File: config.mk
export PLATFORM = sky130hd
export DESIGN_NAME = ssam_slave
export DESIGN_NICKNAME = d
export VERILOG_FILES = /design/src/logic/ssam_pkg.sv /design/src/logic/ssam_slave.sv
export SDC_FILE = /design/constraint.sdc
export NUM_CORES = 1
export LEC_CHECK = 0
export BUFFER_PORTS_ARGS = -buffer_cell sky130_fd_sc_hd__buf_2
export CAP_MARGIN = 30
export CORE_MARGIN = 2
export CORE_UTILIZATION = 52
export CTS_CLUSTER_SIZE = 12
export DETAILED_ROUTE_END_ITERATION = 12
export PLACE_DENSITY = 0.81
export SYNTH_ARGS = -nofsm -noshare
export SYNTH_HDL_FRONTEND = slang
export SYNTH_SLANG_ARGS = --single-unit
File: constraint.sdc
create_clock -name clock_in -period 2.6 [get_ports clock_in]
set_input_delay 0.13 -clock clock_in [delete_from_list [all_inputs] [get_ports clock_in]]
set_output_delay 0.13 -clock clock_in [all_outputs]
set_load 0.02 [all_outputs]
File: src/logic/ssam_pkg.sv
// ssam_pkg: constants, field layouts and types of the slave address match front end.
// assumes: one system clock; software registers reached over a plain strobe port.
package ssam_pkg;

  // ==========================================================================
  // register map (index on the plain register port)
  // ==========================================================================
  localparam int REG_ADDR_W = 4;
  localparam logic [3:0] OFS_CTRL_ONE = 4'h0; // control_reg_one
  localparam logic [3:0] OFS_CTRL_TWO = 4'h1; // control_reg_two, slave_control_mask
  localparam logic [3:0] OFS_STATUS = 4'h2; // port_status_reg, read only
  localparam logic [3:0] OFS_DATA_BUF = 4'h3; // data_buffer
  localparam logic [3:0] OFS_SLAVE_ADDR = 4'h4; // slave_address_reg
  localparam logic [3:0] OFS_IRQ_FLAG = 4'h5; // port_interrupt_flag in bit 0

  // ==========================================================================
  // reset values
  // ==========================================================================
  localparam logic [7:0] RST_CTRL_ONE = 8'h00;
  localparam logic [7:0] RST_CTRL_TWO = 8'h00;
  localparam logic [7:0] RST_BYTE = 8'h00;

  // ==========================================================================
  // field positions and encodings
  // ==========================================================================
  localparam int IRQ_FLAG_BIT = 0;
  localparam logic [3:0] MODE_SLV10_SS = 4'hF; // slave 10-bit, start/stop interrupts
  localparam logic [3:0] MODE_SLV7_SS = 4'hE; // slave 7-bit, start/stop interrupts
  localparam logic [3:0] MODE_FW_MASTER = 4'hB; // firmware master, slave idle
  localparam logic [3:0] MODE_MASTER = 4'h8; // master, slave idle
  localparam logic [3:0] MODE_SLV10 = 4'h7; // slave 10-bit
  localparam logic [3:0] MODE_SLV7 = 4'h6; // slave 7-bit
  localparam logic [4:0] TEN_BIT_TAG = 5'h1E; // first byte pattern of a 10-bit address
  localparam logic [7:0] GEN_CALL_ADDR = 8'h00; // general call address byte
  localparam logic [3:0] BITS_PER_BYTE = 4'h8; // data bits before the acknowledge

  // ==========================================================================
  // register layouts
  // ==========================================================================
  typedef struct packed {
    logic wcol; // write collision, reads zero here
    logic overflow; // receive_overflow_flag
    logic enable; // port_enable
    logic clk_release; // clock_release_ctl
    logic [3:0] mode; // mode_select_field
  } ssam_ctrl_one_s;

  typedef struct packed {
    logic gen_call_en; // general_call_enable
    logic ack_status; // ack_status_flag, unused in slave mode
    logic [4:0] mask; // address_mask_select, bits 5..1
    logic stretch_en; // stretch_enable
  } ssam_ctrl_two_s;

  typedef struct packed {
    logic slew; // reads zero
    logic smbus; // reads zero
    logic data_addr; // last byte was data
    logic stop_seen; // stop detected last
    logic start_seen; // start detected last
    logic read_wr; // read/write bit of last match
    logic upd_addr; // update_address_flag
    logic buf_full; // buffer_full_flag
  } ssam_status_s;

  // receive state, gray along idle-shift-ack-skip
  typedef enum logic [1:0] {
    ST_IDLE = 2'b00,
    ST_SHIFT = 2'b01,
    ST_ACK = 2'b11,
    ST_SKIP = 2'b10
  } ssam_state_e;

  // which byte of a transfer is being shifted
  typedef enum logic [1:0] {
    PH_ADDR = 2'b00,
    PH_LOW = 2'b01,
    PH_DATA = 2'b11
  } ssam_phase_e;

endpackage : ssam_pkg

File: src/logic/ssam_slave.sv
// ssam_slave: slave address match, acknowledge, buffer and stretch logic.
// assumes: bus pins are open drain with external pull-ups; pins are asynchronous
// to clock_in and are oversampled (bus clock far below clock_in).
`timescale 1ns/1ps
`default_nettype none

// Contract
// - general call interrupts only when enabled
// - upper mask bits make address bits don't-care
// - low mask bit covers bit1, or 1:0
// - stretch enable turns on clock stretching
// - active bus refuses stretch set, buffer writes
// - module works only with port enable
// - four-bit mode field selects operation
// - mode encodings fixed as listed
// - bus lines only pulled low
// - interrupt on exact or masked match
// - match or data: acknowledge and load
// - full or overflow: no ack, flag
// - buffer read clears full; overflow software-cleared
// - wait start, shift 8 rising bits
// - compare bits 7:1 at eighth fall
// - load, full, ack; flag ninth fall
// - 10-bit first byte 11110 xx write
// - high byte sets flag, full, update
// - address write clears update, releases clock
// - low byte sets flags; software restores high
// - repeated-start read high byte: no update
// - masked bits ignored; 10-bit msbs unmasked
// - stretch after data until clock release
module ssam_slave (
  // clock and reset
  input wire logic clock_in,
  input wire logic reset_in,
  // register port
  input wire logic [ssam_pkg::REG_ADDR_W-1:0] reg_addr_in,
  input wire logic [7:0] reg_wdata_in,
  input wire logic reg_wr_in,
  input wire logic reg_rd_in,
  output logic [7:0] reg_rdata_out,
  // bus pins
  input wire logic scl_in,
  output logic scl_out,
  output logic scl_oe_out,
  input wire logic sda_in,
  output logic sda_out,
  output logic sda_oe_out,
  // event flag
  output logic port_interrupt_flag_out
);
  import ssam_pkg::*;

  // ==========================================================================
  // helpers
  // ==========================================================================
  // masked compare of a received byte against the own address
  function automatic logic addr_hit(input logic [7:0] rx, input logic [7:0] own,
                                    input logic [4:0] msk, input logic ten);
    logic [7:0] care;
    care = ~{2'b00, msk, ten & msk[0]};
    care[0] = care[0] & ten;
    return ((rx ^ own) & care) == RST_BYTE;
  endfunction : addr_hit

  // mode codes on which the slave engine runs
  function automatic logic is_slave_mode(input logic [3:0] m);
    return (m == MODE_SLV7) || (m == MODE_SLV10) || (m == MODE_SLV7_SS) ||
           (m == MODE_SLV10_SS);
  endfunction : is_slave_mode

  // ==========================================================================
  // storage
  // ==========================================================================
  ssam_ctrl_one_s ctrl_one_reg; // control_reg_one
  ssam_ctrl_two_s ctrl_two_reg; // slave_control_mask
  logic [7:0] data_buffer_reg; // received byte
  logic [7:0] slave_address_reg; // own address
  logic [7:0] shift_reg; // incoming bits
  logic buf_full_reg; // buffer_full_flag
  logic upd_addr_reg; // update_address_flag
  logic irq_flag_reg; // port_interrupt_flag
  logic start_seen_reg; // start seen last
  logic stop_seen_reg; // stop seen last
  logic read_wr_reg; // read bit of last match
  logic data_addr_reg; // last byte was data
  logic hold_reg; // hardware clock stretch
  logic matched10_reg; // full 10-bit address matched
  logic accept_reg; // byte accepted at eighth fall
  logic ack_ok_reg; // byte acknowledged
  logic set_ua_reg; // byte raises update-address
  logic is_read_reg; // address byte asked for a read
  logic [3:0] cnt_reg; // bits shifted
  ssam_state_e state_reg;
  ssam_state_e state_next;
  ssam_phase_e phase_reg;
  ssam_phase_e phase_next;
  logic scl_s1_reg, scl_s2_reg, scl_s3_reg; // scl synchroniser and history
  logic sda_s1_reg, sda_s2_reg, sda_s3_reg; // sda synchroniser and history
  logic sda_oe_reg; // acknowledge drive
  logic scl_oe_reg; // stretch drive
  logic [7:0] rdata_reg; // read data

  // ==========================================================================
  // pin synchronisers and bus events
  // ==========================================================================
  // two flops, then a third for edge history
  always_ff @(posedge clock_in) begin
    scl_s1_reg <= scl_in;
    scl_s2_reg <= scl_s1_reg;
    scl_s3_reg <= scl_s2_reg;
    sda_s1_reg <= sda_in;
    sda_s2_reg <= sda_s1_reg;
    sda_s3_reg <= sda_s2_reg;
  end

  wire scl_rise = scl_s2_reg & ~scl_s3_reg; // clock rising
  wire scl_fall = ~scl_s2_reg & scl_s3_reg; // clock falling
  // start: data falls with clock high; stop: data rises with clock high
  wire start_det = scl_s2_reg & scl_s3_reg & sda_s3_reg & ~sda_s2_reg;
  wire stop_det = scl_s2_reg & scl_s3_reg & ~sda_s3_reg & sda_s2_reg;

  // ==========================================================================
  // mode decode
  // ==========================================================================
  // enable gate
  wire slave_on = ctrl_one_reg.enable & is_slave_mode(ctrl_one_reg.mode);
  wire ten_bit = ctrl_one_reg.mode[0]; // 10-bit codes have bit 0 set
  wire ss_irq = ctrl_one_reg.mode[3]; // start/stop interrupt variants
  wire active = (state_reg != ST_IDLE); // module busy on the bus

  // ==========================================================================
  // address decision at the eighth falling edge
  // ==========================================================================
  // compare at eighth fall
  wire dec8 = (state_reg == ST_SHIFT) & scl_fall & (cnt_reg == BITS_PER_BYTE);
  wire hit7 = addr_hit(shift_reg, slave_address_reg, ctrl_two_reg.mask, 1'b0);
  wire hit_low = addr_hit(shift_reg, slave_address_reg, ctrl_two_reg.mask, 1'b1);
  wire hit_high = (shift_reg[7:3] == TEN_BIT_TAG) &
                  (shift_reg[2:1] == slave_address_reg[2:1]);
  wire gen_call = ctrl_two_reg.gen_call_en & (shift_reg == GEN_CALL_ADDR);
  wire rx_read = shift_reg[0]; // read/write bit of an address byte
  wire addr_ok7 = hit7 | gen_call;
  wire addr_ok10 = hit_high & (~rx_read | matched10_reg);
  wire accept = (phase_reg == PH_DATA) | ((phase_reg == PH_LOW) & hit_low) |
                ((phase_reg == PH_ADDR) & (ten_bit ? addr_ok10 : addr_ok7));
  wire ack_ok = accept & ~buf_full_reg & ~ctrl_one_reg.overflow;
  wire set_ua = ten_bit & (((phase_reg == PH_ADDR) & ~rx_read) | (phase_reg == PH_LOW));
  wire is_read = (phase_reg == PH_ADDR) & rx_read;
  wire load_buf = dec8 & ack_ok; // buffer load
  wire ovf_set = dec8 & accept & ~ack_ok & (phase_reg == PH_DATA);
  wire nine_fall = (state_reg == ST_ACK) & scl_fall; // end of acknowledge
  wire rx_stretch = nine_fall & (phase_reg == PH_DATA) & ctrl_two_reg.stretch_en &
                    (buf_full_reg | load_buf);
  wire tx_stretch = nine_fall & is_read_reg & ack_ok_reg; // read needs data
  wire stretch_set = rx_stretch | tx_stretch;

  // ==========================================================================
  // receive sequencer
  // ==========================================================================
  // wait start, shift eight
  always_comb begin
    state_next = state_reg;
    phase_next = phase_reg;
    if (!slave_on) begin
      state_next = ST_IDLE;
      phase_next = PH_ADDR;
    end else if (start_det) begin
      state_next = ST_SHIFT;
      phase_next = PH_ADDR;
    end else if (stop_det) begin
      state_next = ST_IDLE;
    end else begin
      unique case (state_reg)
        ST_IDLE: state_next = ST_IDLE;
        ST_SHIFT: begin
          if (dec8) begin
            state_next = accept ? ST_ACK : ST_SKIP;
          end
        end
        ST_ACK: begin
          if (scl_fall) begin
            // reads and refused addresses stop receiving
            state_next = (is_read_reg | (~ack_ok_reg & phase_reg != PH_DATA)) ?
                         ST_SKIP : ST_SHIFT;
            phase_next = (phase_reg == PH_ADDR && ten_bit && !matched10_reg) ?
                         PH_LOW : PH_DATA;
          end
        end
        ST_SKIP: state_next = ST_SKIP;
      endcase
    end
  end

  // state, bit counter and shifter
  always_ff @(posedge clock_in) begin
    if (reset_in) begin
      state_reg <= ST_IDLE;
      phase_reg <= PH_ADDR;
      cnt_reg <= 4'h0;
      shift_reg <= RST_BYTE;
    end else begin
      state_reg <= state_next;
      phase_reg <= phase_next;
      if (start_det || nine_fall) begin
        cnt_reg <= 4'h0;
      end else if (state_reg == ST_SHIFT && scl_rise && cnt_reg != BITS_PER_BYTE) begin
        cnt_reg <= cnt_reg + 4'h1;
        shift_reg <= {shift_reg[6:0], sda_s2_reg};
      end
    end
  end

  // per-byte decision held through the acknowledge clock
  always_ff @(posedge clock_in) begin
    if (reset_in) begin
      accept_reg <= 1'b0;
      ack_ok_reg <= 1'b0;
      set_ua_reg <= 1'b0;
      is_read_reg <= 1'b0;
      matched10_reg <= 1'b0;
    end else begin
      if (dec8) begin
        accept_reg <= accept;
        ack_ok_reg <= ack_ok;
        set_ua_reg <= set_ua;
        is_read_reg <= is_read;
      end
      if (!slave_on || stop_det) begin
        matched10_reg <= 1'b0;
      end else if (dec8 && phase_reg == PH_LOW && ack_ok) begin
        matched10_reg <= 1'b1;
      end
    end
  end

  // ==========================================================================
  // status flags
  // ==========================================================================
  wire wr_ctrl_one = reg_wr_in & (reg_addr_in == OFS_CTRL_ONE);
  wire wr_ctrl_two = reg_wr_in & (reg_addr_in == OFS_CTRL_TWO);
  wire wr_data = reg_wr_in & (reg_addr_in == OFS_DATA_BUF);
  wire wr_saddr = reg_wr_in & (reg_addr_in == OFS_SLAVE_ADDR);
  wire wr_irq = reg_wr_in & (reg_addr_in == OFS_IRQ_FLAG);
  wire rd_data = reg_rd_in & (reg_addr_in == OFS_DATA_BUF);
  wire ss_event = slave_on & ss_irq & (start_det | stop_det);
  wire irq_set = (nine_fall & accept_reg) | ss_event;
  wire ua_set = nine_fall & set_ua_reg & ack_ok_reg;
  ssam_ctrl_one_s w1;
  ssam_ctrl_two_s w2;
  assign w1 = reg_wdata_in;
  assign w2 = reg_wdata_in;

  // flags: hardware set wins over a clear in the same cycle
  always_ff @(posedge clock_in) begin
    if (reset_in) begin
      buf_full_reg <= 1'b0;
      upd_addr_reg <= 1'b0;
      irq_flag_reg <= 1'b0;
      read_wr_reg <= 1'b0;
      data_addr_reg <= 1'b0;
    end else begin
      buf_full_reg <= load_buf | (buf_full_reg & ~rd_data);
      upd_addr_reg <= ua_set | (upd_addr_reg & ~wr_saddr);
      irq_flag_reg <= irq_set | (irq_flag_reg & ~(wr_irq & ~reg_wdata_in[IRQ_FLAG_BIT]));
      if (load_buf) begin
        data_addr_reg <= (phase_reg == PH_DATA);
        if (phase_reg == PH_ADDR) begin
          read_wr_reg <= rx_read;
        end
      end
    end
  end

  // start and stop seen, cleared while disabled
  always_ff @(posedge clock_in) begin
    if (reset_in) begin
      start_seen_reg <= 1'b0;
      stop_seen_reg <= 1'b0;
    end else if (!ctrl_one_reg.enable) begin
      start_seen_reg <= 1'b0;
      stop_seen_reg <= 1'b0;
    end else if (start_det || stop_det) begin
      start_seen_reg <= start_det;
      stop_seen_reg <= stop_det;
    end
  end

  // ==========================================================================
  // software registers
  // ==========================================================================
  // control registers and buffers
  always_ff @(posedge clock_in) begin
    if (reset_in) begin
      ctrl_one_reg <= RST_CTRL_ONE;
      ctrl_two_reg <= RST_CTRL_TWO;
      data_buffer_reg <= RST_BYTE;
      slave_address_reg <= RST_BYTE;
      hold_reg <= 1'b0;
    end else begin
      if (wr_ctrl_one) begin
        ctrl_one_reg <= w1;
        ctrl_one_reg.wcol <= 1'b0;
      end
      // overflow set by hardware, cleared by software only
      if (ovf_set) begin
        ctrl_one_reg.overflow <= 1'b1;
      end
      // hardware stretch clears clock release
      if (stretch_set) begin
        ctrl_one_reg.clk_release <= 1'b0;
        hold_reg <= 1'b1;
      end else if (wr_ctrl_one && w1.clk_release) begin
        hold_reg <= 1'b0;
      end
      if (wr_ctrl_two) begin
        ctrl_two_reg <= {w2.gen_call_en, 1'b0, w2.mask,
                         w2.stretch_en & (~active | ctrl_two_reg.stretch_en)};
      end
      if (load_buf) begin
        data_buffer_reg <= shift_reg;
      end else if (wr_data && !active) begin
        data_buffer_reg <= reg_wdata_in;
      end
      if (wr_saddr) begin
        slave_address_reg <= reg_wdata_in;
      end
    end
  end

  // read mux and one-cycle read data
  ssam_status_s status;
  assign status = {2'b00, data_addr_reg, stop_seen_reg, start_seen_reg, read_wr_reg,
                   upd_addr_reg, buf_full_reg};
  wire [7:0] rd_mux = (reg_addr_in == OFS_CTRL_ONE) ? ctrl_one_reg :
                      (reg_addr_in == OFS_CTRL_TWO) ? ctrl_two_reg :
                      (reg_addr_in == OFS_STATUS) ? status :
                      (reg_addr_in == OFS_DATA_BUF) ? data_buffer_reg :
                      (reg_addr_in == OFS_SLAVE_ADDR) ? slave_address_reg :
                      (reg_addr_in == OFS_IRQ_FLAG) ? {7'h00, irq_flag_reg} : RST_BYTE;

  always_ff @(posedge clock_in) begin
    if (reset_in) begin
      rdata_reg <= RST_BYTE;
    end else begin
      rdata_reg <= reg_rd_in ? rd_mux : RST_BYTE;
    end
  end

  // ==========================================================================
  // pin drivers
  // ==========================================================================
  // open drain, low only
  always_ff @(posedge clock_in) begin
    if (reset_in) begin
      sda_oe_reg <= 1'b0;
      scl_oe_reg <= 1'b0;
    end else begin
      if (!slave_on || start_det || stop_det || nine_fall) begin
        sda_oe_reg <= 1'b0;
      end else if (load_buf) begin
        sda_oe_reg <= 1'b1;
      end
      scl_oe_reg <= slave_on & (hold_reg | stretch_set | (upd_addr_reg & ~wr_saddr) |
                                ua_set);
    end
  end

  assign scl_out = 1'b0;
  assign sda_out = 1'b0;
  assign scl_oe_out = scl_oe_reg;
  assign sda_oe_out = sda_oe_reg;
  assign reg_rdata_out = rdata_reg;
  assign port_interrupt_flag_out = irq_flag_reg;

  // ==========================================================================
  // assertions
  // ==========================================================================
  gen_call_ack_a: assert property (@(posedge clock_in) disable iff (reset_in)
    dec8 && phase_reg == PH_ADDR && !ten_bit && shift_reg == 8'h00 &&
    ctrl_two_reg.gen_call_en && !buf_full_reg && !ctrl_one_reg.overflow
    |=> sda_oe_reg && state_reg == ST_ACK)
    else $error("general call not acknowledged");

  full_nack_a: assert property (@(posedge clock_in) disable iff (reset_in)
    dec8 && (buf_full_reg || ctrl_one_reg.overflow) |=> !sda_oe_reg && $stable(data_buffer_reg))
    else $error("acknowledge given while buffer full");

  read_clears_a: assert property (@(posedge clock_in) disable iff (reset_in)
    rd_data && !load_buf |=> !buf_full_reg)
    else $error("buffer read did not clear full flag");

  ninth_flag_a: assert property (@(posedge clock_in) disable iff (reset_in)
    nine_fall && accept_reg |=> irq_flag_reg && !sda_oe_reg)
    else $error("flag not set at end of acknowledge");

  busy_write_a: assert property (@(posedge clock_in) disable iff (reset_in)
    wr_data && active && !load_buf |=> $stable(data_buffer_reg))
    else $error("buffer written while active");

  disabled_quiet_a: assert property (@(posedge clock_in) disable iff (reset_in)
    !slave_on |=> !sda_oe_reg && !scl_oe_reg)
    else $error("pins driven while disabled");

  addr_release_a: assert property (@(posedge clock_in) disable iff (reset_in)
    wr_saddr && !ua_set |=> !upd_addr_reg)
    else $error("address write did not clear update flag");

  data_stretch_a: assert property (@(posedge clock_in) disable iff (reset_in)
    rx_stretch && slave_on ##1 slave_on |-> hold_reg && scl_oe_reg)
    else $error("clock not held after data byte");

  exact_match_a: assert property (@(posedge clock_in) disable iff (reset_in)
    dec8 && phase_reg == PH_ADDR && !ten_bit && shift_reg[7:1] == slave_address_reg[7:1] &&
    !buf_full_reg && !ctrl_one_reg.overflow |=> buf_full_reg ##0 data_buffer_reg == $past(shift_reg))
    else $error("exact match not loaded");

endmodule : ssam_slave

`default_nettype wire

==> reports/metrics.csv, run 1 <==
stage,metric,value,unit
status,status,finished clean,
drt,vias per inst,6.13,
grt,largest net degree at the start of global routing,34,
cts,clock sinks,75,
timing,Fin Clk Skew,0.00829,ns
min_path,worst min path class,input port to flop,
cts,clk_lat worst skew,0.35,ns
worst_setup_path,Worst setup SP type,flop,
timing,Final Critical Period,2.19,ns
finish,post-layout util,60.9,%
cts,htree depth,3,
logic_synthesis,top-count cell post-synth,dfxtp_1,
drt,# DRC,0,
timing,worst slew pin tran,0.638,ns
logic_synthesis,most instantiated cells after synthesis,"75 x dfxtp_1, 48 x nor2_1, 32 x a21oi_1",
worst_setup_path,Worst Reg2Reg Path Length in Cells,7,
logic_synthesis,Yosys top cell by area,dfxtp_1,
cts,CTS max path bufs,2,
timing,Final Setup Violations,0,
worst_setup_path,required time of the critical path,2.83,ns
timing,final worst-path cycle share,84.3,%
drt,"antenna viol nets, final",0,
floorplan,row count,29,
timing,relative slew slack,57.3,%
logic_synthesis,Syn Std Cell Area,3340,um2
worst_setup_path,R2R Path Start,phase_reg[1],
min_path,min-delay src,reg_wdata_in[7],
grt,total congestion overflow,0,
place,DP HPWL,6150,um
floorplan,chip width,84.1,um
timing,setup TNS,0,ns
logic_synthesis,post-synth top area share,45.0,%
finish,Final nets,427,
drt,First DRT Iteration DRCs,243,
power,Peak VDD IR,349,uV
drt,DR WL/cell,17.6,um
logic_synthesis,Avg Synthesized Cell Area,8.78,um2
worst_setup_path,"Max FO, Critical Path",12,
min_path,worst hold endpoint,slave_address_reg[7],
grt,initial antenna violation count,0,
timing,max frequency,456,MHz
worst_setup_path,R2R Setup Slk,0.41,ns
cts,CTS buffer count,9,
logic_synthesis,Async SR Flop Fraction,0,%
floorplan,IO Count,31,
floorplan,Initial Util,53.2,%
min_path,hold path depth,3,
finish,layout cells sized above 1,15.8,%
worst_setup_path,crit end category,flop,
job,Max-cap violations,0,
worst_setup_path,worst r2r dst,read_wr_reg,
timing,RSZ-0062 raised after global routing,no,
cts,clock-pin slew on the worst setup and hold paths,0.08,ns
floorplan,Die Footprint,7080,um2
floorplan,Core ar.,6280,um2
cts,CTS resizes,0,
timing,"Slew Viols, Final",0,
drt,1st-pass router iterations,5,
place,port bufs,28,
logic_synthesis,Post-Syn Instances,380,
logic_synthesis,Synth Register Bits,75,
finish,Ant. Diodes,0,
worst_setup_path,WS Path Type,flop to flop,
drt,vias,2997,
logic_synthesis,Ys Warns,0,
finish,Layout area overhead,14.5,%
floorplan,die height,84.1,um
drt,WL final,8600,um
worst_setup_path,crit path DAT,2.42,ns
logic_synthesis,number of enable flip-flop cells after synthesis,0,
logic_synthesis,Area contributors post-synth,"dfxtp_1 45%, mux2i_1 7.2%, nor2_1 5.4%, a21oi_1 4.8%, nand2_1 3.0%",
timing,final hold vios,0,
grt,global-route total usage across every layer,25.4,%
grt,first-pass GRT wire length,14200,um
cts,Root Driver,clkbuf_8,
place,gpl congestion,0.847,
grt,vias in the first global route,2921,
logic_synthesis,Synth Flop Type,dfxtp_1,
logic_synthesis,register area share after synthesis,45.0,%
power,Leak,1.51,nW
power,PD cells,635,nW/um2
cts,CTS tree,done,
logic_synthesis,synth unique cells,50,
timing,worst hold slack,0.0474,ns
-- worst max-delay path by stage --
stage               cells past startpoint            endpoint          from  slack, ns
finish                                  7         read_wr_reg  phase_reg[1]       0.41
global placement                        6         read_wr_reg    scl_s3_reg       0.54
CTS                                     7         read_wr_reg    cnt_reg[0]       0.43
global route                            7         read_wr_reg    cnt_reg[0]       0.23
detailed placement                      7         read_wr_reg    cnt_reg[0]       0.43
floorplan                               8  data_buffer_reg[2]  phase_reg[1]       0.67
-- repair_timing --
| item | in CTS | in global routing |
|---|---|---|
| buffers inserted | 0 | 0 |
| hold buffers | 2 | 0 |
| endpoints found under the hold margin | 2 | 0 |
-- worst max-delay path, cell delays in order (launching register included) --
cell      delay (ns)
dfxtp_1         0.43
or3_1           0.37
or4_1           0.40
o21ai_1         0.18
a211oi_1        0.07
buf_4           0.20
o41ai_2         0.29
a21oi_1         0.11
-- placed cells by master (no fill, tap or decap), types with 2 or more instances in the layout --
master | Yosys | final
nand4b_1 | 5 | 5
o21a_1 | 3 | 3
o22ai_1 | 3 | 3
a32oi_1 | 2 | 2
buf_2 | 5 | 28
a22oi_1 | 7 | 7
mux2i_1 | 24 | 24
dlygate4sd3_1 | 0 | 2
nor2_1 | 48 | 48
nand3b_1 | 2 | 2
nor3_1 | 15 | 15
nor2b_1 | 5 | 5
o21ai_0 | 11 | 11
nand3_1 | 19 | 19
bufinv_16 | 0 | 3
dfxtp_1 | 75 | 75
nand2b_1 | 4 | 4
or3_1 | 5 | 5
nor4_1 | 4 | 2
nand2_1 | 27 | 27
buf_4 | 2 | 9
a31oi_1 | 2 | 2
nor4_2 | 0 | 2
a211oi_2 | 2 | 2
nand4_1 | 5 | 5
nand2_2 | 2 | 2
conb_1 | 1 | 2
inv_1 | 9 | 9
a211oi_1 | 9 | 9
a21oi_1 | 32 | 32
a221oi_1 | 2 | 2
ha_1 | 2 | 2
xnor2_1 | 9 | 9
a222oi_1 | 5 | 5
clkbuf_8 | 0 | 12
-- power breakdown --
part,internal (mW),switching [mW]
clock,0.715,0.421
sequential,1.16,0.0101
combinational,0.0421,0.0802
total,1.92,0.511
-- per-stage QoR --
step	setup slack, ns	total power, mW	instances	instance area (um2)
after floorplan	0.667	1.26	381	3340
after global placement	0.540	1.31	471	3540
after detailed placement	0.432	1.31	471	3540
after global routing	0.227	2.50	489	3820
final	0.408	2.43	489	3820
after CTS	0.430	2.43	489	3820
-- metal layers --
metal / track usage, % / vias up / share of wire [%]
met5: 0 / - / 0
met4: 16.3 / 0 / 4.1
met3: 4.95 / 28 / 7.2
met2: 39.2 / 142 / 46
met1: 32.6 / 1410 / 42
li1: - / 1417 / -
-- logic make-up after synthesis --
group	after synthesis	synth area share, %
buf+inv	34	5.13
mux	25	7.53
xor+xnor	10	2.62
simple gates	148	22.0
other cells	1	0.112
fa+ha+maj	2	0.750
compound gates	85	16.9
flops	75	45.0
-- layout make-up --
cell class	instances	area, um2
Timing Repair Buffer	40	248
Tap cell	77	96.3
Fill cell	533	2460
Clock inverter	4	95.1
Multi-Input combinational cell	272	1680
Clock buffer	12	165
Sequential cell	75	1500
Inverter	9	33.8
(Power assumes the default switching activity.)
==> run 2: changes to the inputs <==
ABC_AREA = 1   (was default)
PLACE_DENSITY = 0.84   (was 0.81)
clock period = 1.78 ns   (was 2.6 ns; I/O delays follow)
==> reports/metrics.csv, run 2 <==
stage,metric,value,unit
cts,clk_lat worst skew,0.37,ns
logic_synthesis,post-synth top area share,43.4,%
grt,total congestion overflow,0,
timing,Final Setup Violations,2,
logic_synthesis,register area share after synthesis,43.4,%
grt,grt peak-use layer,met2,
worst_setup_path,delay of the slowest critical-path stage,0.36,ns
power,PD cells,807,nW/um2
worst_setup_path,worst r2r dst,read_wr_reg,
logic_synthesis,Avg Synthesized Cell Area,7.15,um2
logic_synthesis,number of enable flip-flop cells after synthesis,0,
timing,final worst-path cycle share,101,%
worst_setup_path,Worst Setup SP,slave_address_reg[4],
floorplan,row count,29,
grt,GR Layer Usage met1,30.9,%
drt,vias,3578,
drt,1st-pass router iterations,5,
drt,DR WL/cell,16.0,um
timing,final worst slack,-0.0206,ns
timing,worst slew pin tran,0.516,ns
finish,most frequent cells in the layout,"89 x nand2_1, 73 x inv_1, 63 x dfxtp_1",
timing,final hold vios,0,
floorplan,Initial Util,54.1,%
logic_synthesis,Ys Warns,0,
logic_synthesis,synth unique cells,38,
drt,# DRC,0,
timing,Final Critical Period,1.80,ns
grt,global-route total usage across every layer,25.4,%
place,gpl congestion,0.954,
worst_setup_path,kind of cell adding the most delay to the critical path,simple AND/OR/NAND/NOR gates,
timing,Fin Clk Skew,0.0167,ns
cts,htree depth,3,
logic_synthesis,Area contributors post-synth,"dfxtp_1 43%, nand2_1 9.8%, inv_1 8.8%, o21ai_0 7.1%, a21oi_1 6.8%",
floorplan,die height,85.5,um
job,Max-cap violations,0,
worst_setup_path,required time of the critical path,2.08,ns
grt,met3 Usage GRT,5.39,%
timing,relative slew slack,65.6,%
logic_synthesis,Yosys top cell by area,dfxtp_1,
timing,setup TNS,-0.0206,ns
logic_synthesis,most instantiated cells after synthesis,"90 x nand2_1, 81 x inv_1, 75 x dfxtp_1",
status,status,finished with violations,
cts,CTS tree,done,
logic_synthesis,Post-Syn Instances,483,
logic_synthesis,top-count cell post-synth,nand2_1,
power,Peak VDD IR,746,uV
drt,vias per inst,5.76,
cts,clock sinks,75,
status,failing checks,setup timing,
drt,"antenna viol nets, final",0,
place,port bufs,28,
worst_setup_path,WS Path Type,flop to flop,
power,Leak,1.76,nW
min_path,worst hold endpoint,slave_address_reg[7],
floorplan,chip width,85.5,um
logic_synthesis,Synth Flop Type,dfxtp_1,
floorplan,IO Count,31,
finish,Final nets,559,
grt,vias in the first global route,3163,
floorplan,Core ar.,6390,um2
grt,initial antenna violation count,0,
worst_setup_path,crit end category,flop,
min_path,hold path depth,3,
timing,"Slew Viols, Final",0,
grt,largest net degree at the start of global routing,22,
grt,met2 Use GR,42.2,%
finish,"most common cell after layout, fill and taps aside",nand2_1,
worst_setup_path,CP bufs+invs,1,
min_path,min-delay src,reg_wdata_in[7],
worst_setup_path,"Max FO, Critical Path",6,
drt,First DRT Iteration DRCs,417,
worst_setup_path,critical-path cell list,inv_2 -> nand2_1 -> nand2_1 -> nand2_1 -> nand2_1 -> nor2_2 -> nand2_1 -> nand2_1 -> nand2_2 -> nand2_4 -> nand3_4 -> nor2_1 -> nand2_1 -> a21oi_1,
place,DP HPWL,6660,um
timing,max frequency,555,MHz
cts,CTS buffer count,9,
worst_setup_path,R2R Setup Slk,-0.02,ns
logic_synthesis,Async SR Flop Fraction,0,%
worst_setup_path,Worst setup SP type,flop,
drt,WL final,9930,um
worst_setup_path,slowest CP cell,dfxtp_2,
finish,Layout area overhead,22.5,%
finish,Ant. Diodes,0,
min_path,worst min path class,input port to flop,
worst_setup_path,R2R Path Start,slave_address_reg[4],
grt,first-pass GRT wire length,14600,um
cts,CTS max path bufs,2,
worst_setup_path,crit path DAT,2.10,ns
finish,layout cells sized above 1,24.4,%
worst_setup_path,Worst Reg2Reg Path Length in Cells,14,
cts,Root Driver,clkbuf_8,
logic_synthesis,Syn Std Cell Area,3460,um2
finish,post-layout util,66.3,%
floorplan,Die Footprint,7310,um2
logic_synthesis,Synth Register Bits,75,
worst_setup_path,"most used cell, CP",nand2_1,
cts,clock-pin slew on the worst setup and hold paths,0.08,ns
## run 2: cell count changes after synthesis, sizes merged, moves of 7 or more
| cell | change |
|---|---|
| nor3 | -7 |
| nand2 | +64 |
| inv | +77 |
| a21oi | +15 |
| mux2i | -24 |
| o21ai | +39 |
| xnor2 | -7 |
| a22oi | -7 |
## run 2: power by group
| group | switching [mW] | leakage [nW] | internal, mW |
|---|---|---|---|
| combinational | 0.144 | 1.03 | 0.0872 |
| clock | 0.654 | 0.117 | 0.829 |
| sequential | 0.0126 | 0.615 | 1.69 |
## run 2: worst max path at each step
stage / end / depth (start not counted)
CTS: state_reg[0] / 9
detailed placement: data_buffer_reg[5] / 10
global route: read_wr_reg / 14
global placement: data_buffer_reg[7] / 10
finish: read_wr_reg / 14
floorplan: cnt_reg[3] / 8
## run 2: kinds of logic after synthesis
family                   after synthesis  share of synthesized area, %
other                                  1                         0.109
flip-flops                            75                          43.4
XOR/XNOR                               2                         0.507
adder cells (fa/ha/maj)                2                         0.724
AND/OR/NAND/NOR                      178                          22.4
AO/OA/AOI/OAI                        124                          20.9
buffers and inverters                101                          11.9
## run 2: final cells by class
type	instances	area, um2
multi-input cells	311	1670
clock buffers	10	138
flip-flops and latches	75	1530
fillers	512	2150
inverters	86	323
clock inverters	6	87.6
repair buffers	56	392
well taps	77	96.3
## run 2: tightest hold or removal path, stage by stage
cell,delay (ns)
buf_2,0.13
nor2_1,0.06
nor2_1,0.09
## run 2: layer usage
layer  vias up  routed length (um)
li1       1664                   -
met1      1609                3690
met2       239                4790
met3        66                 951
met4         0                 500
met5         -                   0
## run 2: repair_timing
action,in CTS,in global routing
hold endpoints to repair,2,0
pin swaps,1,6
cloned,1,2
buffers inserted,0,10
setup endpoints to repair,13,21
hold buffers,2,0
resized for setup,6,46
## run 2: metrics by stage
stage | worst slack, ns | hold slack, ns | std cells | power [mW] | instance area [um2]
2_1_floorplan | 0.240 | 0.117 | 484 | 1.85 | 3460
3_3_place_gp | -0.0124 | 0.192 | 590 | 1.91 | 3740
3_5_place_dp | -0.111 | 0.193 | 590 | 1.92 | 3740
4_1_cts | 0.00970 | 0.0276 | 609 | 3.36 | 4000
5_1_grt | -0.182 | 0.0235 | 621 | 3.53 | 4230
6_report | -0.0206 | 0.0346 | 621 | 3.42 | 4230
==> run 3: changes to the inputs <==
CELL_PAD_IN_SITES_DETAIL_PLACEMENT = 0   (was default)
CELL_PAD_IN_SITES_GLOBAL_PLACEMENT = 1   (was default)
CORE_UTILIZATION = 39   (was 52)
PLACE_DENSITY = 0.86   (was 0.84)
==> reports/metrics.csv, run 3 (synthesis gave the netlist of run 2 again) <==
stage,metric,value,unit
status,status,finished clean,
grt,total congestion overflow,0,
power,PD cells,736,nW/um2
grt,first-pass GRT wire length,14500,um
drt,vias,3321,
cts,CTS buffer count,9,
place,DP HPWL,6860,um
worst_setup_path,"most used cell, CP",nand2_1,
grt,initial antenna violation count,0,
cts,CTS max path bufs,2,
worst_setup_path,delay of the slowest critical-path stage,0.41,ns
floorplan,IO Count,31,
worst_setup_path,critical-path cell list,xnor2_1 -> nand2_1 -> nor2_1 -> nand3_1 -> nand2_1 -> inv_2 -> nand2_2 -> nand3_4 -> buf_12 -> clkbuf_16 -> nor2_2 -> a211oi_2,
floorplan,Core ar.,8640,um2
floorplan,chip width,98.1,um
cts,clock-pin slew on the worst setup and hold paths,0.08,ns
timing,final worst-path cycle share,95.9,%
timing,RSZ-0062 raised after global routing,yes,
worst_setup_path,crit path DAT,1.96,ns
cts,clk_lat worst skew,0.36,ns
finish,Fillers,873,
power,total power,3.10,mW
timing,"Slew Viols, Final",0,
worst_setup_path,slowest CP cell,dfxtp_1,
worst_setup_path,crit end category,flop,
drt,DR WL/cell,14.2,um
finish,Layout area overhead,21.8,%
worst_setup_path,WS Path Type,flop to flop,
drt,vias per inst,5.11,
grt,vias in the first global route,2869,
cts,clock sinks,75,
finish,most frequent cells in the layout,"84 x nand2_1, 75 x inv_1, 66 x dfxtp_1",
timing,Final Setup Violations,0,
grt,largest net degree at the start of global routing,24,
grt,global-route total usage across every layer,19.2,%
power,Peak VDD IR,511,uV
place,port bufs,28,
place,DP Area,3790,um2
finish,final instance area,4210,um2
timing,Fin Clk Skew,0.0104,ns
floorplan,die height,98.1,um
timing,max frequency,586,MHz
worst_setup_path,Worst setup SP type,flop,
job,Max-cap violations,0,
finish,layout cells sized above 1,23.6,%
timing,worst hold slack,0.0350,ns
min_path,worst min path class,input port to flop,
cts,CTS tree,done,
drt,"antenna viol nets, final",0,
cts,Root Driver,clkbuf_8,
place,gpl congestion,0.868,
power,Leak,1.76,nW
drt,1st-pass router iterations,5,
drt,# DRC,0,
floorplan,row count,34,
timing,final worst slack,0.0736,ns
timing,final hold vios,0,
timing,Final Critical Period,1.71,ns
finish,"most common cell after layout, fill and taps aside",nand2_1,
finish,Final nets,557,
worst_setup_path,required time of the critical path,2.03,ns
worst_setup_path,"Max FO, Critical Path",5,
floorplan,Initial Util,40.0,%
floorplan,Die Footprint,9630,um2
drt,WL final,9250,um
finish,Ant. Diodes,0,
place,worst slack at placement,-0.00956,ns
drt,First DRT Iteration DRCs,210,
cts,htree depth,3,
==> run 3: final timing paths <==
| kind | startpoint | endpoint | slack [ns] | cells after the start |
|---|---|---|---|---|
| max | slave_address_reg[7] | data_buffer_reg[5] | 0.07 | 12 |
| min reg2reg | sda_s1_reg | sda_s2_reg | 0.33 | 0 |
| max reg2reg | slave_address_reg[7] | data_buffer_reg[5] | 0.07 | 12 |
| min | reset_in | data_buffer_reg[2] | 0.03 | 2 |
==> run 3: critical path: cells and delay by family (launching register included) <==
| family | cells | cell delay [ns] |
|---|---|---|
| xor+xnor | 1 | 0.14 |
| flops | 1 | 0.41 |
| compound gates | 1 | 0.04 |
| simple gates | 7 | 0.67 |
| buf+inv | 3 | 0.36 |
==> run 3: area by class of cell <==
type / instances / area (um2) / share of cell area, %
repair buffers: 57 / 455 / 10.8
clock buffers: 11 / 151 / 3.60
well taps: 108 / 135 / 3.21
flip-flops and latches: 75 / 1520 / 36.1
clock inverters: 5 / 27.5 / 0.654
multi-input cells: 308 / 1590 / 37.9
inverters: 86 / 328 / 7.79
==> run 3: stage by stage <==
step                TNS (ns)  std cells  utilization [%]
CTS                        0        637             46.2
detailed placement  -0.00956        619             43.9
finish                     0        650             48.7
global placement           0        619             43.9
floorplan                  0        484                -
global route          -0.468        650             48.7
==> run 3: layer usage <==
| metal | vias up | GRT usage [%] | wire length, um | share of wire (%) |
|---|---|---|---|---|
| li1 | 1656 | - | - | - |
| met1 | 1546 | 25.4 | 4080 | 44 |
| met2 | 101 | 30.6 | 4420 | 48 |
| met3 | 18 | 4.72 | 558 | 6.0 |
| met4 | 0 | 7.17 | 187 | 2.0 |
| met5 | - | 0 | 0 | 0 |
==> run 3: repair_timing <==
item	in CTS	in global routing
resized for setup	2	36
setup endpoints to repair	1	14
buffers inserted	0	10
hold endpoints to repair	2	0
pin swaps	0	5
cloned	0	3
hold buffers	2	0
==> run 3: power by group <==
part / leakage, nW / internal [mW] / total, mW / switching, mW
logic: 1.05 / 0.0645 / 0.186 / 0.121
clock network: 0.0949 / 0.572 / 1.21 / 0.633
registers: 0.612 / 1.69 / 1.71 / 0.0127
